**config.mk**
```make
export PLATFORM = sky130hd
export DESIGN_NAME = pcmq_top
export DESIGN_NICKNAME = d
export VERILOG_FILES = /design/src/pcmq_pkg.sv /design/src/pcmq_law_xlate.sv /design/src/pcmq_top.sv
export VERILOG_INCLUDE_DIRS = /design/src
export SDC_FILE = /design/constraint.sdc
export NUM_CORES = 1
export LEC_CHECK = 0
export ABC_AREA = 1
export BUFFER_PORTS_ARGS = -buffer_cell sky130_fd_sc_hd__buf_2
export CAP_MARGIN = 10
export CELL_PAD_IN_SITES_DETAIL_PLACEMENT = 0
export CELL_PAD_IN_SITES_GLOBAL_PLACEMENT = 2
export CORE_MARGIN = 2
export CORE_UTILIZATION = 35
export CTS_CLUSTER_SIZE = 16
export DETAILED_ROUTE_END_ITERATION = 12
export PLACE_DENSITY = 0.77
export SLEW_MARGIN = 20
export SYNTH_ARGS = -nofsm -noshare
export SYNTH_HDL_FRONTEND = slang
export SYNTH_HIERARCHICAL = 1
export SYNTH_SLANG_ARGS = --single-unit
```
**constraint.sdc**
```tcl
create_clock -name i_clk_sys -period 21.6 [get_ports i_clk_sys]
set_input_delay 0 -clock i_clk_sys [delete_from_list [all_inputs] [get_ports i_clk_sys]]
set_output_delay 0 -clock i_clk_sys [all_outputs]
set_load 0.01 [all_outputs]
```
**src/pcmq_regs.svh**
```systemverilog
// Purpose : Offsets, field positions, reset values and codes for the law translator
//           and quadrant bit replacement block.
// Assumes : 16-bit microprocessor port with word addresses A13-0.
// Notes   : Definitions only.
// How it works
// RULE1 - Law translation runs on every output channel, connection or message traffic.
// RULE2 - Connection-memory-high bit 4 picks voice (0) or data (1) coding.
// RULE3 - Input law sits at bits 3-2, output law at bits 1-0.
// RULE4 - Voice codes: 00 A-law, 01 mu-law, 10 A-law even bits plain, 11 mu-law magnitude plain.
// RULE5 - A-law without alternate-bit inversion keeps even bits 6,4,2,0 uninverted.
// RULE6 - Mu-law without magnitude inversion keeps magnitude bits 6-0 uninverted.
// RULE7 - Data code 00 is plain, nothing inverted.
// RULE8 - Data code 01 inverts even bits 6,4,2,0.
// RULE9 - Data code 10 inverts odd bits 7,5,3,1.
// RULE10 - Data code 11 inverts all eight bits.
// RULE11 - Differing input and output laws convert the byte between them.
// RULE12 - Equal input and output laws pass the byte untouched.
// RULE13 - One voice/data bit per channel, so no voice-to-data conversion.
// RULE14 - Frame splits into four quadrants of 8, 16, 32 or 64 channels by rate.
// RULE15 - Quadrant controls: Q3 bits 11-9, Q2 8-6, Q1 5-3, Q0 2-0.
// RULE16 - 0xx normal, 100/101 force LSB 0/1, 110/111 force MSB 0/1.
// RULE17 - Software never enables quadrant replacement and BER reception on one stream.
// RULE18 - Thirty-two quadrant registers live at 0x0120 to 0x013F, read/write.
// RULE19 - Replacement hits every frame's input byte before the data memory write.
`ifndef PCMQ_REGS_SVH
`define PCMQ_REGS_SVH

`define PCMQ_ADDR_W          14
`define PCMQ_QCTRL_BASE      14'h0120
`define PCMQ_QCTRL_LAST      14'h013F
`define PCMQ_QCTRL_RESET     12'h000
`define PCMQ_QCTRL_BITS      12
`define PCMQ_QFIELD_W        3
`define PCMQ_Q0_LSB          0
`define PCMQ_Q1_LSB          3
`define PCMQ_Q2_LSB          6
`define PCMQ_Q3_LSB          9

`define PCMQ_CMH_VD_BIT      4
`define PCMQ_CMH_INLAW_LSB   2
`define PCMQ_CMH_OUTLAW_LSB  0

`define PCMQ_MASK_PLAIN      8'h00
`define PCMQ_MASK_EVEN       8'h55
`define PCMQ_MASK_ODD        8'hAA
`define PCMQ_MASK_ALL        8'hFF
`define PCMQ_MASK_MAG        8'h7F

`define PCMQ_MU_BIAS         13'h0021
`define PCMQ_A_SEG_STEP      13'h0040
`define PCMQ_A_SEG0_TOP      12'h020

`endif

```
**src/pcmq_pkg.sv**
```systemverilog
// Purpose : Types shared by the law translator and quadrant replacement block.
// Assumes : Constants come from pcmq_regs.svh.
// Notes   : Enum codes match the connection memory and rate encodings.
package pcmq_pkg;

    typedef enum logic [1:0]
    {
        PCMQ_RATE_2M  = 2'b00,
        PCMQ_RATE_4M  = 2'b01,
        PCMQ_RATE_8M  = 2'b10,
        PCMQ_RATE_16M = 2'b11
    } pcmq_rate_e;

    typedef enum logic [1:0]
    {
        PCMQ_LAW_A       = 2'b00,
        PCMQ_LAW_MU      = 2'b01,
        PCMQ_LAW_A_NOABI = 2'b10,
        PCMQ_LAW_MU_NOMI = 2'b11
    } pcmq_law_e;

    typedef enum logic [0:0]
    {
        PCMQ_CPU_IDLE = 1'b0,
        PCMQ_CPU_HOLD = 1'b1
    } pcmq_cpu_state_e;

    typedef logic [2:0] pcmq_qctrl_t;

endpackage : pcmq_pkg

```
**src/pcmq_law_xlate.sv**
```systemverilog
// Purpose : Per-channel code-law translation of one output channel byte.
// Assumes : Connection-memory-high entry arrives with the byte, same clock.
// Notes   : One register stage; result follows i_valid by one edge.
`timescale 1ns/1ps
`default_nettype none
`include "pcmq_regs.svh"

module pcmq_law_xlate
    import pcmq_pkg::*;
(
    // Clock and reset
    input  wire logic       i_clk_sys,
    input  wire logic       i_sys_rst,
    // Channel in
    input  wire logic       i_valid,
    input  wire logic [4:0] i_cmh,
    input  wire logic [7:0] i_byte,
    // Channel out
    output logic            o_valid,
    output logic [7:0]      o_byte
);

    // RULE7 RULE8 RULE9 RULE10 data masks
    function automatic logic [7:0] data_mask(input logic [1:0] code);
        case (code)
            2'b00:   data_mask = `PCMQ_MASK_PLAIN;
            2'b01:   data_mask = `PCMQ_MASK_EVEN;
            2'b10:   data_mask = `PCMQ_MASK_ODD;
            default: data_mask = `PCMQ_MASK_ALL;
        endcase
    endfunction : data_mask

    // RULE4 RULE5 RULE6 line form to plain code
    function automatic logic [7:0] voice_mask(input logic [1:0] code);
        case (pcmq_law_e'(code))
            PCMQ_LAW_A:  voice_mask = `PCMQ_MASK_EVEN;
            PCMQ_LAW_MU: voice_mask = `PCMQ_MASK_MAG;
            default:     voice_mask = `PCMQ_MASK_PLAIN;
        endcase
    endfunction : voice_mask

    function automatic logic [3:0] msb_pos(input logic [12:0] v);
        msb_pos = 4'h0;
        for (int i = 0; i < 13; i++)
            if (v[i])
                msb_pos = 4'(i);
    endfunction : msb_pos

    // Magnitudes in a common 13-bit linear scale
    function automatic logic [12:0] a_to_lin(input logic [6:0] c);
        logic [12:0] step;
        step = {7'h00, c[3:0], 2'b10};
        if (c[6:4] == 3'h0)
            a_to_lin = step;
        else
            a_to_lin = 13'((step + `PCMQ_A_SEG_STEP) << (c[6:4] - 3'h1));
    endfunction : a_to_lin

    function automatic logic [12:0] mu_to_lin(input logic [6:0] c);
        logic [12:0] step;
        step = 13'({8'h00, c[3:0], 1'b0} + `PCMQ_MU_BIAS);
        mu_to_lin = 13'((step << c[6:4]) - `PCMQ_MU_BIAS);
    endfunction : mu_to_lin

    function automatic logic [6:0] lin_to_mu(input logic [12:0] lin);
        logic [12:0] v;
        logic [2:0]  seg;
        logic [12:0] sh;
        v   = 13'(lin + `PCMQ_MU_BIAS);
        seg = 3'(msb_pos(v) - 4'h5);
        sh  = v >> ({1'b0, seg} + 4'h1);
        lin_to_mu = {seg, sh[3:0]};
    endfunction : lin_to_mu

    function automatic logic [6:0] lin_to_a(input logic [12:0] lin);
        logic [11:0] a;
        logic [2:0]  seg;
        logic [11:0] sh;
        a   = lin[12:1];
        seg = 3'(msb_pos({1'b0, a}) - 4'h4);
        sh  = a >> seg;
        if (a < `PCMQ_A_SEG0_TOP)
            lin_to_a = {3'h0, a[4:1]};
        else
            lin_to_a = {seg, sh[3:0]};
    endfunction : lin_to_a

    logic       is_data;
    logic [1:0] in_law;
    logic [1:0] out_law;
    logic [7:0] canon;
    logic [6:0] mag;
    logic [7:0] xlat;

    always_comb
    begin
        // RULE2 RULE3 field split
        is_data = i_cmh[`PCMQ_CMH_VD_BIT];
        in_law  = i_cmh[`PCMQ_CMH_INLAW_LSB +: 2];
        out_law = i_cmh[`PCMQ_CMH_OUTLAW_LSB +: 2];
        canon   = i_byte ^ voice_mask(in_law);
        mag     = canon[6:0];
        // RULE11 cross-family companding
        if (in_law[0] && !out_law[0])
            mag = lin_to_a(mu_to_lin(canon[6:0]));
        else if (!in_law[0] && out_law[0])
            mag = lin_to_mu(a_to_lin(canon[6:0]));
        // RULE12 same law passes
        if (in_law == out_law)
            xlat = i_byte;
        // RULE13 data stays data
        else if (is_data)
            xlat = i_byte ^ data_mask(in_law) ^ data_mask(out_law);
        else
            xlat = {canon[7], mag} ^ voice_mask(out_law);
    end

    // RULE1 applied to every channel
    always_ff @(posedge i_clk_sys or posedge i_sys_rst)
    begin
        if (i_sys_rst)
        begin
            o_valid <= 1'b0;
            o_byte  <= 8'h00;
        end
        else
        begin
            o_valid <= i_valid;
            if (i_valid)
                o_byte <= xlat;
        end
    end

endmodule : pcmq_law_xlate
`default_nettype wire

```
**src/pcmq_top.sv**
```systemverilog
// Purpose : Quadrant bit replacement on input channels, law translation on output
//           channels, and the quadrant control registers on the microprocessor port.
// Assumes : Channel strobes come from switch logic on i_clk_sys; the port pins do not.
// Notes   : Port pins pass three flip-flops; strobes act once stages two and three agree.
`timescale 1ns/1ps
`default_nettype none
`include "pcmq_regs.svh"

module pcmq_top
    import pcmq_pkg::*;
#(
    parameter int NUM_STREAMS = 32
)
(
    // Clock and reset
    input  wire logic        i_clk_sys,
    input  wire logic        i_sys_rst,
    // Microprocessor port
    input  wire logic        i_cpu_cs_n,
    input  wire logic        i_cpu_rd_n,
    input  wire logic        i_cpu_wr_n,
    input  wire logic [13:0] i_cpu_addr,
    input  wire logic [15:0] i_cpu_d,
    output logic      [15:0] o_cpu_d,
    output logic             o_cpu_d_oe,
    output logic             o_cpu_dta_rdy_n,
    // Input channel toward data memory
    input  wire logic        i_in_valid,
    input  wire logic [4:0]  i_in_stream,
    input  wire logic [7:0]  i_in_chan,
    input  wire logic [1:0]  i_in_rate,
    input  wire logic [7:0]  i_in_byte,
    output logic             o_dm_valid,
    output logic      [4:0]  o_dm_stream,
    output logic      [7:0]  o_dm_chan,
    output logic      [7:0]  o_dm_byte,
    // Output channel from data memory
    input  wire logic        i_out_valid,
    input  wire logic [4:0]  i_out_cmh,
    input  wire logic [7:0]  i_out_byte,
    output logic             o_sto_valid,
    output logic      [7:0]  o_sto_byte
);

    // Stream count must fit the 5-bit stream number
    if (NUM_STREAMS < 1 || NUM_STREAMS > 32)
    begin : g_bad_streams
        $error("NUM_STREAMS must lie in 1..32");
    end

    // Four 3-bit fields must fill the register
    if (`PCMQ_Q3_LSB + `PCMQ_QFIELD_W != `PCMQ_QCTRL_BITS)
    begin : g_bad_fields
        $error("quadrant fields do not fill the control register");
    end

    // RULE14 quadrant from channel and rate
    function automatic logic [1:0] quad_of(input logic [1:0] rate, input logic [7:0] ch);
        case (pcmq_rate_e'(rate))
            PCMQ_RATE_2M:  quad_of = ch[4:3];
            PCMQ_RATE_4M:  quad_of = ch[5:4];
            PCMQ_RATE_8M:  quad_of = ch[6:5];
            default:       quad_of = ch[7:6];
        endcase
    endfunction : quad_of

    // RULE15 field select
    function automatic pcmq_qctrl_t qfield(input logic [11:0] r, input logic [1:0] q);
        case (q)
            2'd0:    qfield = r[`PCMQ_Q0_LSB +: `PCMQ_QFIELD_W];
            2'd1:    qfield = r[`PCMQ_Q1_LSB +: `PCMQ_QFIELD_W];
            2'd2:    qfield = r[`PCMQ_Q2_LSB +: `PCMQ_QFIELD_W];
            default: qfield = r[`PCMQ_Q3_LSB +: `PCMQ_QFIELD_W];
        endcase
    endfunction : qfield

    // RULE16 LSB or MSB forcing
    function automatic logic [7:0] bit_replace(input pcmq_qctrl_t qc, input logic [7:0] b);
        bit_replace = b;
        if (qc[2])
        begin
            if (qc[1])
                bit_replace[7] = qc[0];
            else
                bit_replace[0] = qc[0];
        end
    endfunction : bit_replace

    // RULE18 quadrant register window
    function automatic logic in_qwin(input logic [13:0] a);
        in_qwin = (a >= `PCMQ_QCTRL_BASE) && (a <= `PCMQ_QCTRL_LAST);
    endfunction : in_qwin

    // Port pin synchronisers: {cs_n, rd_n, wr_n}
    logic [2:0]  ctl_s1_reg;
    logic [2:0]  ctl_s2_reg;
    logic [2:0]  ctl_s3_reg;
    logic [2:0]  ctl_filt_reg;
    logic [13:0] addr_s1_reg;
    logic [13:0] addr_s2_reg;
    logic [13:0] addr_s3_reg;
    logic [15:0] data_s1_reg;
    logic [15:0] data_s2_reg;
    logic [15:0] data_s3_reg;

    always_ff @(posedge i_clk_sys or posedge i_sys_rst)
    begin
        if (i_sys_rst)
        begin
            ctl_s1_reg   <= 3'h7;
            ctl_s2_reg   <= 3'h7;
            ctl_s3_reg   <= 3'h7;
            ctl_filt_reg <= 3'h7;
        end
        else
        begin
            ctl_s1_reg <= {i_cpu_cs_n, i_cpu_rd_n, i_cpu_wr_n};
            ctl_s2_reg <= ctl_s1_reg;
            ctl_s3_reg <= ctl_s2_reg;
            // Strobe bit moves once stages two and three agree
            for (int i = 0; i < 3; i++)
                if (ctl_s2_reg[i] == ctl_s3_reg[i])
                    ctl_filt_reg[i] <= ctl_s3_reg[i];
        end
    end

    always_ff @(posedge i_clk_sys or posedge i_sys_rst)
    begin
        if (i_sys_rst)
        begin
            addr_s1_reg <= 14'h0000;
            addr_s2_reg <= 14'h0000;
            addr_s3_reg <= 14'h0000;
        end
        else
        begin
            addr_s1_reg <= i_cpu_addr;
            addr_s2_reg <= addr_s1_reg;
            addr_s3_reg <= addr_s2_reg;
        end
    end

    // Write data settles before the filtered strobe acts
    always_ff @(posedge i_clk_sys or posedge i_sys_rst)
    begin
        if (i_sys_rst)
        begin
            data_s1_reg <= 16'h0000;
            data_s2_reg <= 16'h0000;
            data_s3_reg <= 16'h0000;
        end
        else
        begin
            data_s1_reg <= i_cpu_d;
            data_s2_reg <= data_s1_reg;
            data_s3_reg <= data_s2_reg;
        end
    end

    logic rd_act;
    logic wr_act;

    assign rd_act = !ctl_filt_reg[2] && !ctl_filt_reg[1];
    assign wr_act = !ctl_filt_reg[2] && !ctl_filt_reg[0] && ctl_filt_reg[1];

    // Access handshake
    pcmq_cpu_state_e cpu_state_reg;
    pcmq_cpu_state_e cpu_state_next;
    logic            accept;

    always_comb
    begin
        cpu_state_next = cpu_state_reg;
        accept         = 1'b0;
        case (cpu_state_reg)
            PCMQ_CPU_IDLE:
            begin
                if (rd_act || wr_act)
                begin
                    accept         = 1'b1;
                    cpu_state_next = PCMQ_CPU_HOLD;
                end
            end
            // New access waits for strobes seen high
            PCMQ_CPU_HOLD:
            begin
                if (!rd_act && !wr_act)
                    cpu_state_next = PCMQ_CPU_IDLE;
            end
            default:
                cpu_state_next = PCMQ_CPU_IDLE;
        endcase
    end

    always_ff @(posedge i_clk_sys or posedge i_sys_rst)
    begin
        if (i_sys_rst)
            cpu_state_reg <= PCMQ_CPU_IDLE;
        else
            cpu_state_reg <= cpu_state_next;
    end

    // Quadrant control registers
    logic [11:0] qctrl_reg [NUM_STREAMS];
    logic [13:0] reg_index;
    logic        hit;

    // Index past NUM_STREAMS reads zero, writes dropped
    assign reg_index = addr_s3_reg - `PCMQ_QCTRL_BASE;
    assign hit       = in_qwin(addr_s3_reg) && (32'(reg_index) < NUM_STREAMS);

    always_ff @(posedge i_clk_sys or posedge i_sys_rst)
    begin
        if (i_sys_rst)
        begin
            for (int s = 0; s < NUM_STREAMS; s++)
                qctrl_reg[s] <= `PCMQ_QCTRL_RESET;
        end
        // RULE18 register write
        else if (accept && wr_act && hit)
        begin
            qctrl_reg[reg_index[4:0]] <= data_s3_reg[`PCMQ_QCTRL_BITS-1:0];
        end
    end

    // Drive enable and ready
    always_ff @(posedge i_clk_sys or posedge i_sys_rst)
    begin
        if (i_sys_rst)
        begin
            o_cpu_d_oe      <= 1'b0;
            o_cpu_dta_rdy_n <= 1'b1;
        end
        else
        begin
            o_cpu_d_oe      <= rd_act;
            o_cpu_dta_rdy_n <= (cpu_state_next != PCMQ_CPU_HOLD);
        end
    end

    // Read data holds until the next read
    always_ff @(posedge i_clk_sys or posedge i_sys_rst)
    begin
        if (i_sys_rst)
            o_cpu_d <= 16'h0000;
        else if (accept && rd_act)
        begin
            // RULE18 register read
            if (hit)
                o_cpu_d <= {4'h0, qctrl_reg[reg_index[4:0]]};
            else
                o_cpu_d <= 16'h0000;
        end
    end

    // Input channel path toward data memory
    pcmq_qctrl_t in_qc;
    logic [11:0] in_reg_sel;

    always_comb
    begin
        // Streams past NUM_STREAMS pass untouched
        in_reg_sel = `PCMQ_QCTRL_RESET;
        if (32'(i_in_stream) < NUM_STREAMS)
            in_reg_sel = qctrl_reg[i_in_stream];
        in_qc = qfield(in_reg_sel, quad_of(i_in_rate, i_in_chan));
    end

    // RULE19 forced bit before memory write
    always_ff @(posedge i_clk_sys or posedge i_sys_rst)
    begin
        if (i_sys_rst)
        begin
            o_dm_valid  <= 1'b0;
            o_dm_stream <= 5'h00;
            o_dm_chan   <= 8'h00;
            o_dm_byte   <= 8'h00;
        end
        else
        begin
            o_dm_valid <= i_in_valid;
            if (i_in_valid)
            begin
                o_dm_stream <= i_in_stream;
                o_dm_chan   <= i_in_chan;
                o_dm_byte   <= bit_replace(in_qc, i_in_byte);
            end
        end
    end

    // RULE1 output channel translation
    pcmq_law_xlate u_xlate
    (
        .i_clk_sys (i_clk_sys),
        .i_sys_rst (i_sys_rst),
        .i_valid   (i_out_valid),
        .i_cmh     (i_out_cmh),
        .i_byte    (i_out_byte),
        .o_valid   (o_sto_valid),
        .o_byte    (o_sto_byte)
    );

endmodule : pcmq_top
`default_nettype wire

```
-- Word level (Yosys, flattened, before mapping)
Cells that the tools add are included.
- add/sub/neg operators: 9
- order comparisons: 7
- eq/ne operators: 12
- shift-type cells: 4
- muxes and demuxes: 64
- bitwise gates (word level): 8
- reductions and logical operators: 25
- operators by type and width (cell ; count):
    bitwise mux 384 bit ; 1
    binary-select mux 12 bit (select 5 bit) ; 2
    2-to-1 mux 12 bit ; 6
    2-to-1 mux 8 bit ; 8
    demux 12 bit (select 5 bit) ; 1
    2-to-1 mux 3 bit ; 20
    case mux 8 bit (3 select lines) ; 2
    2-to-1 mux 13 bit ; 3
    case mux 7 bit (2 select lines) ; 2
    << shifter 13 x 3 -> 13 bit ; 2
    XOR 8 bit ; 3
    2-to-1 mux 7 bit ; 3
    greater-or-equal comparator 14 x 9 -> 1 bit (second input constant) ; 1
    <= comparator 14 x 9 -> 1 bit (second input constant) ; 1
    less-than comparator 14 x 6 -> 1 bit (second input constant) ; 1
    subtractor 14 x 9 -> 14 bit (second input constant) ; 1
    adder 13 x 6 -> 13 bit (second input constant) ; 1
    right shift 13 x 4 -> 4 bit ; 1
    subtractor 13 x 6 -> 13 bit (second input constant) ; 1
    greater-or-equal comparator 6 bit (second input constant) ; 2
    logical AND 1 bit ; 12
    less-than comparator 12 x 6 -> 1 bit (second input constant) ; 1
    inverter 5 -> 6 bit ; 2
    right shift 12 x 3 -> 4 bit ; 1
    other kinds (21) ; 51
- flip-flop bits (word level): 524
- bits of input ports: 73
- output and inout port bits: 49
- logic and storage cells: 183

-- Logic depth before layout (Yosys ltp)
Gate-level depths: netlist (run 1).
- depth in word-level cells: 31
- depth in mapped cells: 37
- depth with buffers taken out: 36

-- Modules after synthesis
Netlist (run 1), hierarchy kept.
- by module, submodules not included (module ; instances ; cells each ; area an instance (um2) ; sequential area each (um2)):
    pcmq_top ; 1 ; 2977 ; 24020.5 ; 12803.5
    pcmq_law_xlate ; 1 ; 561 ; 2892.8 ; 225.2

-- Least setup slack after synthesis (run 1)
No wires, ideal clock.
- path type: in2reg
- from: input i_out_cmh[3]
- to: register u_xlate.o_byte[2]
- library setup time: 116 ps
- data arrival time: 3514 ps
- required time: 21484 ps
- setup slack: 17970 ps
- cell stages on the path: 33
- path buffers: 2
- path through: buf_6 -> inv_4 -> buf_6 -> nand2_4 -> nand2_4 -> nand2_4 -> inv_1 -> ha_1 -> inv_1 -> nor2_1 -> nand3_1 -> nand2_2 -> ha_1 -> nand2_2 -> nor2_4 -> nand2_1 -> o21ai_2 -> inv_2 -> o31ai_1 -> ha_1 -> inv_1 -> nand3_1 -> nand2_1 -> nor2_2 -> nand3_1 -> nand2_1 -> nand2_1 -> nand3b_1 -> nand3_1 -> nand3_1 -> nand2_1 -> nand2_1 -> nand2_1
- cells in the longest elaborated chain, start to end: 31
- elaborated cells on any way between the ends: 60
- RTL lines (element ; RTL line ; source):
    from (decl) ; pcmq_top.sv:39 ; input wire logic [4:0] i_out_cmh,
    == test 2 x 1 -> 1 bit or logical NOT 2 bit (tied branches) ; pcmq_law_xlate.sv:25, pcmq_law_xlate.sv:35 ;
    case mux 7 bit (2 select lines) ; pcmq_law_xlate.sv:35 ; case (pcmq_law_e'(code))
    XOR 8 x 7 -> 8 bit ; pcmq_law_xlate.sv:101 ; canon = i_byte ^ voice_mask(in_law);
    adder 6 x 7 -> 8 bit (no source line) or subtractor 3 x 1 -> 3 bit (tied branches) ; n/a ;
    << shifter 13 x 3 -> 13 bit ; pcmq_law_xlate.sv:56 ; a_to_lin = 13'((step + `PCMQ_A_SEG_STEP) << (c[6:4] - 3'h1));
    2-to-1 mux 13 bit ; pcmq_law_xlate.sv:53 ; if (c[6:4] == 3'h0)
    2-to-1 mux 13 bit ; pcmq_law_xlate.sv:106 ; else if (!in_law[0] && out_law[0])
    2-to-1 mux 13 bit ; pcmq_law_xlate.sv:104 ; if (in_law[0] && !out_law[0])
    (+15 left out) ; n/a ;
    subtractor 3 bit ; pcmq_law_xlate.sv:70 ; seg = 3'(msb_pos(v) - 4'h5);
    adder 3 x 1 -> 4 bit ; pcmq_law_xlate.sv:71 ; sh = v >> ({1'b0, seg} + 4'h1);
    right shift 13 x 4 -> 4 bit ; pcmq_law_xlate.sv:71 ;
    2-to-1 mux 7 bit ; pcmq_law_xlate.sv:106 ;
    2-to-1 mux 7 bit ; pcmq_law_xlate.sv:104 ;
    XOR 8 bit ; pcmq_law_xlate.sv:115 ; xlat = {canon[7], mag} ^ voice_mask(out_law);
    2-to-1 mux 8 bit ; pcmq_law_xlate.sv:112 ; else if (is_data)
    2-to-1 mux 8 bit (*) ; pcmq_law_xlate.sv:109 ; if (in_law == out_law)
    to (signal assigned) ; pcmq_law_xlate.sv:130 ; o_byte <= xlat;
    to (decl) ; pcmq_law_xlate.sv:20 ; output logic [7:0] o_byte
Mark *: on every way between the ends. The rest lies on a longest branch, timed or not. The select of a mux whose other input is x is not followed.
A chain may end at the register's enable or synchronous reset.

-- Worst setup path after layout (run 1)
- from: input i_out_byte[6]
- to: register u_xlate.o_byte[3]
- cells in the longest elaborated chain, start to end: 29
- elaborated cells on any way between the ends: 48
- RTL lines (element ; RTL line ; source):
    from (decl) ; pcmq_top.sv:40 ; input wire logic [7:0] i_out_byte,
    XOR 8 x 7 -> 8 bit (*) ; pcmq_law_xlate.sv:101 ;
    subtractor 3 x 1 -> 3 bit ; pcmq_law_xlate.sv:56 ;
    << shifter 13 x 3 -> 13 bit ; pcmq_law_xlate.sv:56 ;
    2-to-1 mux 13 bit ; pcmq_law_xlate.sv:53 ;
    2-to-1 mux 13 bit ; pcmq_law_xlate.sv:106 ;
    2-to-1 mux 13 bit ; pcmq_law_xlate.sv:104 ;
    adder 13 x 6 -> 13 bit (no source line) ; n/a ;
    2-to-1 mux 1 bit ; pcmq_law_xlate.sv:45 ; if (v[i])
    (+13 left out) ; n/a ;
    subtractor 3 bit ; pcmq_law_xlate.sv:70 ;
    adder 3 x 1 -> 4 bit ; pcmq_law_xlate.sv:71 ;
    right shift 13 x 4 -> 4 bit ; pcmq_law_xlate.sv:71 ;
    2-to-1 mux 7 bit ; pcmq_law_xlate.sv:106 ;
    2-to-1 mux 7 bit (*) ; pcmq_law_xlate.sv:104 ;
    XOR 8 bit (*) ; pcmq_law_xlate.sv:115 ;
    2-to-1 mux 8 bit (*) ; pcmq_law_xlate.sv:112 ;
    2-to-1 mux 8 bit (*) ; pcmq_law_xlate.sv:109 ;
Marks and branches as above.

==> run_results.csv, run 1 <==
group,metric,value,unit
run_status,status,"complete, no violations",
die,die_area,0.0791,mm²
global_routing,grt_overflow,0,
place,dp_slack,16780,ps
global_routing,grt_use_total,26.0,%
clock_network,clock_path_buffers,3,
power_and_ir_drop,power_frac_comb,16.5,%
detailed_routing,dr.pass1.iters,6,
detailed_routing,wl_per_cell,22.1,µm
detailed_routing,vias,25900,
cells_and_area,nNetsFinal,3690,
cells_and_area,fin_area,0.0315,mm²
worst_setup_path,crit_required,22120,ps
worst_setup_path,crit_fanout,15,
sta,setup_tns,0,ps
worst_setup_path,r2r-start,"addr_s3_reg[1]$_DFF_PP0_",
logic_synthesis,ys.flop_type,"dfrtp_1",
worst_setup_path,crit_slowest_cell,"xor2_2",
power_and_ir_drop,p_clk_share,44.2,%
power_and_ir_drop,power_leakage,14.2,nW
logic_synthesis,synthDistinctLibCells,51,
cells_and_area,multi_input_area,0.0124,mm²
sta,worst-slew-pin-transition,1190,ps
power_and_ir_drop,powerDensity,80.8,mW/mm²
clock_network,numClockSinks,520,
die,rows,101,
worst_setup_path,cp_top_family,"simple AND/OR/NAND/NOR gates",
worst_setup_path,cp.arrival,5670,ps
clock_network,postCtsHoldBufs,105,
sta,whs,26.1,ps
logic_synthesis,avgSynthCellArea,7.61,µm²
worst_setup_path,path_class,"in2reg",
detailed_routing,routed_wl,104000,µm
power_and_ir_drop,p_int,1.81,mW
die,die_w,281,µm
worst_setup_path,critPathMaxStageDelay,600,ps
hold_path,hold_path_end,"data_s1_reg[1]$_DFF_PP0_",
sta,hold_viol,0,
worst_setup_path,reg2reg_to,"qctrl_reg[235]$_DFFE_PP0P_",
logic_synthesis,yosysSeqAreaShare,48.4,%
sta,min_period,5160,ps
clock_network,cts_buffers,61,
logic_synthesis,synth_area,0.0269,mm²
global_routing,grt_start_max_net_pins,168,
cells_and_area,fillers,7790,
logic_synthesis,synth.top_cells.by_area,"dfrtp_1 47%, nand2_1 15%, o21ai_0 8.8%",
logic_synthesis,synth-edff-count,0,
logic_synthesis,synth_top_cell_area_share,47.1,%
place,numPortBuffers,113,
sta,worst_slack,16440,ps
sta,slew_headroom,20.6,%
place,gp_congestion,0.857,
cells_and_area,largest_reg_flops,384,
worst_setup_path,crit_buf_inv,5,
run,max_cap_viol_count,0,
hold_path,hold_start,"i_cpu_d[1]",
logic_synthesis,async_flop_share,100,%
detailed_routing,drt_iter0_drc,2480,
global_routing,grt_first_pass_wirelength,156000,µm
logic_synthesis,ys_seq_elements,520,
logic_synthesis,yosysTopAreaCell,"dfrtp_1",
sta,setup_viol,0,
worst_setup_path,crit_top_cell,"nand2_1",
place,dpl-instance-area,0.0282,mm²
power_and_ir_drop,p_sw_share,29.0,%
logic_synthesis,yosysWarningCount,6,
worst_setup_path,crit_path_end_kind,"register",
clock_network,cts_repair_resize_count,0,
global_routing,antenna_found_initial,1,
detailed_routing,avgViaCountPerCell,5.52,
detailed_routing,antenna_left,0,
logic_synthesis,syn_inst,3538,
sta,max_freq,0.194,GHz
power_and_ir_drop,p_sw,0.739,mW
die,coreArea,0.0761,mm²
place,hpwl,62000,µm
worst_setup_path,reg2regPathDepth,10,
sta,skew,20.5,ps
hold_path,hold_class,"in2reg",
sta,period_share,23.9,%
cells_and_area,regArea,0.0130,mm²
cells_and_area,area_delta_synth_final,17.1,%
worst_setup_path,cp-start-kind,"input port",
die,die_h,281,µm
global_routing,grt_pass1_vias,24900,
power_and_ir_drop,power_frac_seq,39.3,%
clock_network,cts_root_buffer,"clkbuf_16",
clock_network,cts.reportedPaths.clkPinSlew,60,ps
die,pin_count,122,
hold_path,holdPathStages,2,
clock_network,cts_tree,"done",
clock_network,insertion_delay,630,ps
cells_and_area,drive_above_1_share,10.2,%
sta,slew_violations,0,
power_and_ir_drop,max-vdd-ir-drop,0.0000652,V
detailed_routing,drc,0,
die,start_util,35.4,%
clock_network,cts_setup_buffers,0,
worst_setup_path,ff2ff_setup_slack,16940,ps
clock_network,cts_max_level,2,
sta,rsz0062_at_grt,"false",
## power by group through the flow
stage                     Combinational [mW]  Clock (mW)  Sequential [mW]
final                                  0.421        1.13             1.00
after global routing                   0.466        1.19             1.00
after CTS                              0.419        1.15             1.00
after detailed placement               0.401           0             1.02
after global placement                 0.401           0             1.02
after floorplan                        0.263           0             1.02
## worst reg2reg max path, stage by stage, from the launching register on
cell and delay [ps]:
dfrtp_4 480, inv_1 740, nand2_2 250, nor4b_1 330, nand4_1 120, nand2_1 80, nand4_1 450, nor2_2 220
buf_4 420, nand3_1 950, o21ai_0 490
## placed cells by master (no fill, tap or decap), types with 47 or more instances in the layout
cell / synthesis / final
clkbuf_16: 0 / 63
nor2_1: 166 / 166
nand2_1: 1063 / 1061
o21ai_0: 471 / 471
o22ai_1: 67 / 67
nand3_1: 443 / 434
buf_2: 6 / 111
buf_4: 5 / 47
a21oi_1: 52 / 52
inv_1: 130 / 125
dlygate4sd3_1: 0 / 105
dfrtp_1: 507 / 506
nor3_1: 97 / 93
## area by class of cell
cell class / count / area share (%)
clock buffers: 86 / 5.66
well taps: 1030 / 4.09
clock inverters: 30 / 1.36
multi-input cells: 2605 / 39.2
diodes: 1 / 0.00794
flip-flops and latches: 520 / 41.4
inverters: 155 / 1.91
repair buffers: 266 / 6.38
## kinds of logic (layout without fill, tap and decap cells)
group / after synthesis / count (layout) / synth area share [%]
AOI/OAI and AO/OA: 742 / 742 / 15.6
adders and majority gates: 11 / 11 / 0.484
DFF: 520 / 520 / 48.4
buffers and inverters: 416 / 537 / 6.00
and+or+nand+nor: 1838 / 1838 / 29.2
other: 1 / 5 / 0.0139
xor gates and xnor gates: 10 / 10 / 0.353
## worst max-delay path by stage
stage | slack, ps | endpoint | depth (start not counted) | start
2_1_floorplan | 7350 | addr_s1_reg[0]$_DFF_PP0_ | 1 | i_sys_rst
3_3_place_gp | 16870 | u_xlate/o_byte[3]$_DFFE_PP0P_ | 28 | i_out_cmh[3]
3_5_place_dp | 16780 | u_xlate/o_byte[2]$_DFFE_PP0P_ | 34 | i_out_cmh[3]
4_1_cts | 16450 | u_xlate/o_byte[2]$_DFFE_PP0P_ | 31 | i_out_byte[6]
5_1_grt | 15940 | u_xlate/o_byte[0]$_DFFE_PP0P_ | 32 | i_out_byte[6]
6_report | 16440 | u_xlate/o_byte[3]$_DFFE_PP0P_ | 30 | i_out_byte[6]
## stage by stage
| stage | total power, mW | instances | utilization (%) |
|---|---|---|---|
| final | 2.55 | 4693 | 41.4 |
| after CTS | 2.57 | 4692 | 41.4 |
| after detailed placement | 1.42 | 4471 | 37.1 |
| after global placement | 1.42 | 4471 | 37.1 |
| after floorplan | 1.28 | 3541 | - |
| after global routing | 2.66 | 4692 | 41.4 |
## cells in the mapped netlist (all sizes together) (8+ instances only)
library cell and number:
nand2 1089, dfrtp 507, o21ai 499, nand3 449, clkbuf 225, nor2 176
inv 152, nor3 97, o22ai 67, a21oi 57, o31ai 37, buf 36
o221ai 32, o211ai 18, nand4 14, dfstp 13, a211oi 10, a221oi 9
ha 8
## metal layers
metal	track usage [%]	vias up	part of all wire, %	wire length [µm]
li1	-	12000	-	-
met1	35.6	12700	44	45200
met2	42.0	1020	46	47500
met3	3.90	184	7.3	7520
met4	8.92	0	3.3	3460
met5	0	-	0	0
(Power assumes the default switching activity.)
==> run 2: changes to the inputs <==
clock period = 5 ns   (was 21.6 ns; I/O delays follow)
==> run 2 against run 1 <==
Net effect: worst hold slack better by 2.6 ps; first-iteration DRC count is 17% higher; final area is 0.40% higher; critical endpoint is now u_xlate/o_byte[1]$_DFFE_PP0P_; flip-flop and latch count stayed put; global-route usage is 0.59 points higher.
==> run_results.csv, run 2 (synthesized netlist as in run 1, its figures left out) <==
group,metric,value,unit
sta,slew_headroom,25.3,%
detailed_routing,wl_per_cell,22.3,µm
sta,setup_viol,0,
cells_and_area,multi_input_area,0.0124,mm²
worst_setup_path,cp_top_family,"simple AND/OR/NAND/NOR gates",
global_routing,antenna_found_initial,2,
detailed_routing,vias,26100,
place,dpl-instance-area,0.0286,mm²
clock_network,numClockSinks,520,
power_and_ir_drop,powerDensity,347,mW/mm²
clock_network,insertion_delay,610,ps
sta,max_freq,0.216,GHz
clock_network,cts_max_level,3,
detailed_routing,routed_wl,105000,µm
power_and_ir_drop,max-vdd-ir-drop,0.000200,V
global_routing,grt_pass1_vias,25000,
cells_and_area,regArea,0.0130,mm²
worst_setup_path,crit_buf_inv,8,
run_status,status,"complete, no violations",
global_routing,grt_start_max_net_pins,161,
detailed_routing,dr.pass1.iters,6,
worst_setup_path,crit_top_cell,"nand2_1",
clock_network,cts_tree,"done",
place,hpwl,64200,µm
worst_setup_path,crit_required,5490,ps
sta,min_period,4630,ps
cells_and_area,final_common_cell,"nand2_1",
die,start_util,35.4,%
die,pin_count,122,
worst_setup_path,cp-start-kind,"input port",
global_routing,grt_first_pass_wirelength,159000,µm
hold_path,hold_class,"in2reg",
clock_network,cts_buffers,66,
worst_setup_path,crit_fanout,8,
cells_and_area,fillers,7849,
detailed_routing,avgViaCountPerCell,5.53,
worst_setup_path,cp.arrival,5130,ps
detailed_routing,antenna_left,0,
cells_and_area,utilization,41.6,%
cells_and_area,largest_reg_flops,384,
sta,skew,23.8,ps
cells_and_area,area_delta_synth_final,17.5,%
sta,hold_viol,0,
global_routing,grt_use_total,26.6,%
worst_setup_path,crit_path_end_kind,"register",
die,die_h,281,µm
detailed_routing,drt_iter0_drc,2897,
cells_and_area,fin_area,0.0316,mm²
cells_and_area,nNetsFinal,3715,
place,dp_slack,473,ps
clock_network,cts.reportedPaths.clkPinSlew,60,ps
die,die_area,0.0791,mm²
detailed_routing,drc,0,
cells_and_area,mostFrequentLayoutCells,"1061 x nand2_1, 506 x dfrtp_1, 471 x o21ai_0, 443 x nand3_1, 164 x nor2_1",
global_routing,grt_overflow,0,
worst_setup_path,crit_slowest_cell,"dlygate4sd3_1",
sta,slew_violations,0,
clock_network,cts_root_buffer,"clkbuf_16",
power_and_ir_drop,power_leakage,14.3,nW
cells_and_area,drive_above_1_share,11.1,%
sta,period_share,92.6,%
sta,worst-slew-pin-transition,1120,ps
place,numPortBuffers,113,
worst_setup_path,critPathMaxStageDelay,550,ps
power_and_ir_drop,power.total,11.0,mW
clock_network,clock_path_buffers,3,
sta,worst_slack,369,ps
die,coreArea,0.0761,mm²
run,max_cap_viol_count,0,
place,gp_congestion,0.859,
worst_setup_path,path_class,"in2reg",
sta,whs,28.7,ps
die,die_w,281,µm
die,rows,101,
-- run 2: cell count changes in the layout (fill, tap and decap cells not counted), moves of 6 or more --
cell           before  now
bufinv_16          10    3
buf_12              2    8
nand3_2            15    6
dlygate4sd3_1     105   83
nand3_1           434  443
buf_4              47   83
-- run 2: final cells by class --
cell class | count | area share, %
inverters | 155 | 1.89
repair buffers | 286 | 6.89
clock buffers | 93 | 6.05
multi-input cells | 2605 | 39.2
flip-flops and latches | 520 | 41.2
clock inverters | 21 | 0.712
well taps | 1030 | 4.07
diodes | 1 | 0.00791
-- run 2: repair_timing --
action / in CTS / in global routing
hold endpoints to repair: 83 / 0
gates resized for setup: 0 / 14
hold buffers: 83 / 0
setup buffers: 0 / 3
setup endpoints to repair: 0 / 6
-- run 2: stage by stage --
stage | std cells | TNS [ps]
after global placement | 4510 | 0
after floorplan | 3541 | -960010
after global routing | 4710 | -39.9
after CTS | 4707 | 0
final | 4711 | 0
after detailed placement | 4510 | 0
-- run 2: final timing paths --
path                                           start                       endpoint  slack [ps]  cells past startpoint
setup / recovery                       i_out_byte[5]  u_xlate/o_byte[1]$_DFFE_PP0P_         370                     34
hold / removal                         i_cpu_addr[9]       addr_s1_reg[9]$_DFF_PP0_          30                      2
setup reg to reg            addr_s3_reg[1]$_DFF_PP0_     qctrl_reg[231]$_DFFE_PP0P_        1090                     11
hold reg to reg            data_s2_reg[11]$_DFF_PP0_      data_s3_reg[11]$_DFF_PP0_         340                      0
max in group asynchronous                  i_sys_rst       addr_s3_reg[1]$_DFF_PP0_        3570                      4
min in group asynchronous                  i_sys_rst       addr_s1_reg[1]$_DFF_PP0_          60                      3
-- run 2: layer usage --
| metal | wire, µm | global-route usage [%] | vias to the layer above | part of all wire (%) |
|---|---|---|---|---|
| met4 | 3920 | 10.4 | 0 | 3.7 |
| met2 | 45900 | 40.4 | 1094 | 44 |
| met1 | 47700 | 37.8 | 12700 | 45 |
| met3 | 7810 | 4.29 | 205 | 7.4 |
| met5 | 0 | 0 | - | 0 |
| li1 | - | - | 12100 | - |
-- run 2: report_power, final --
part | internal (mW) | leakage (nW) | switching [mW]
registers | 4.29 | 6.98 | 0.0382
clock network | 2.83 | 1.06 | 1.92
logic | 0.569 | 6.23 | 1.33
total | 7.68 | 14.3 | 3.29
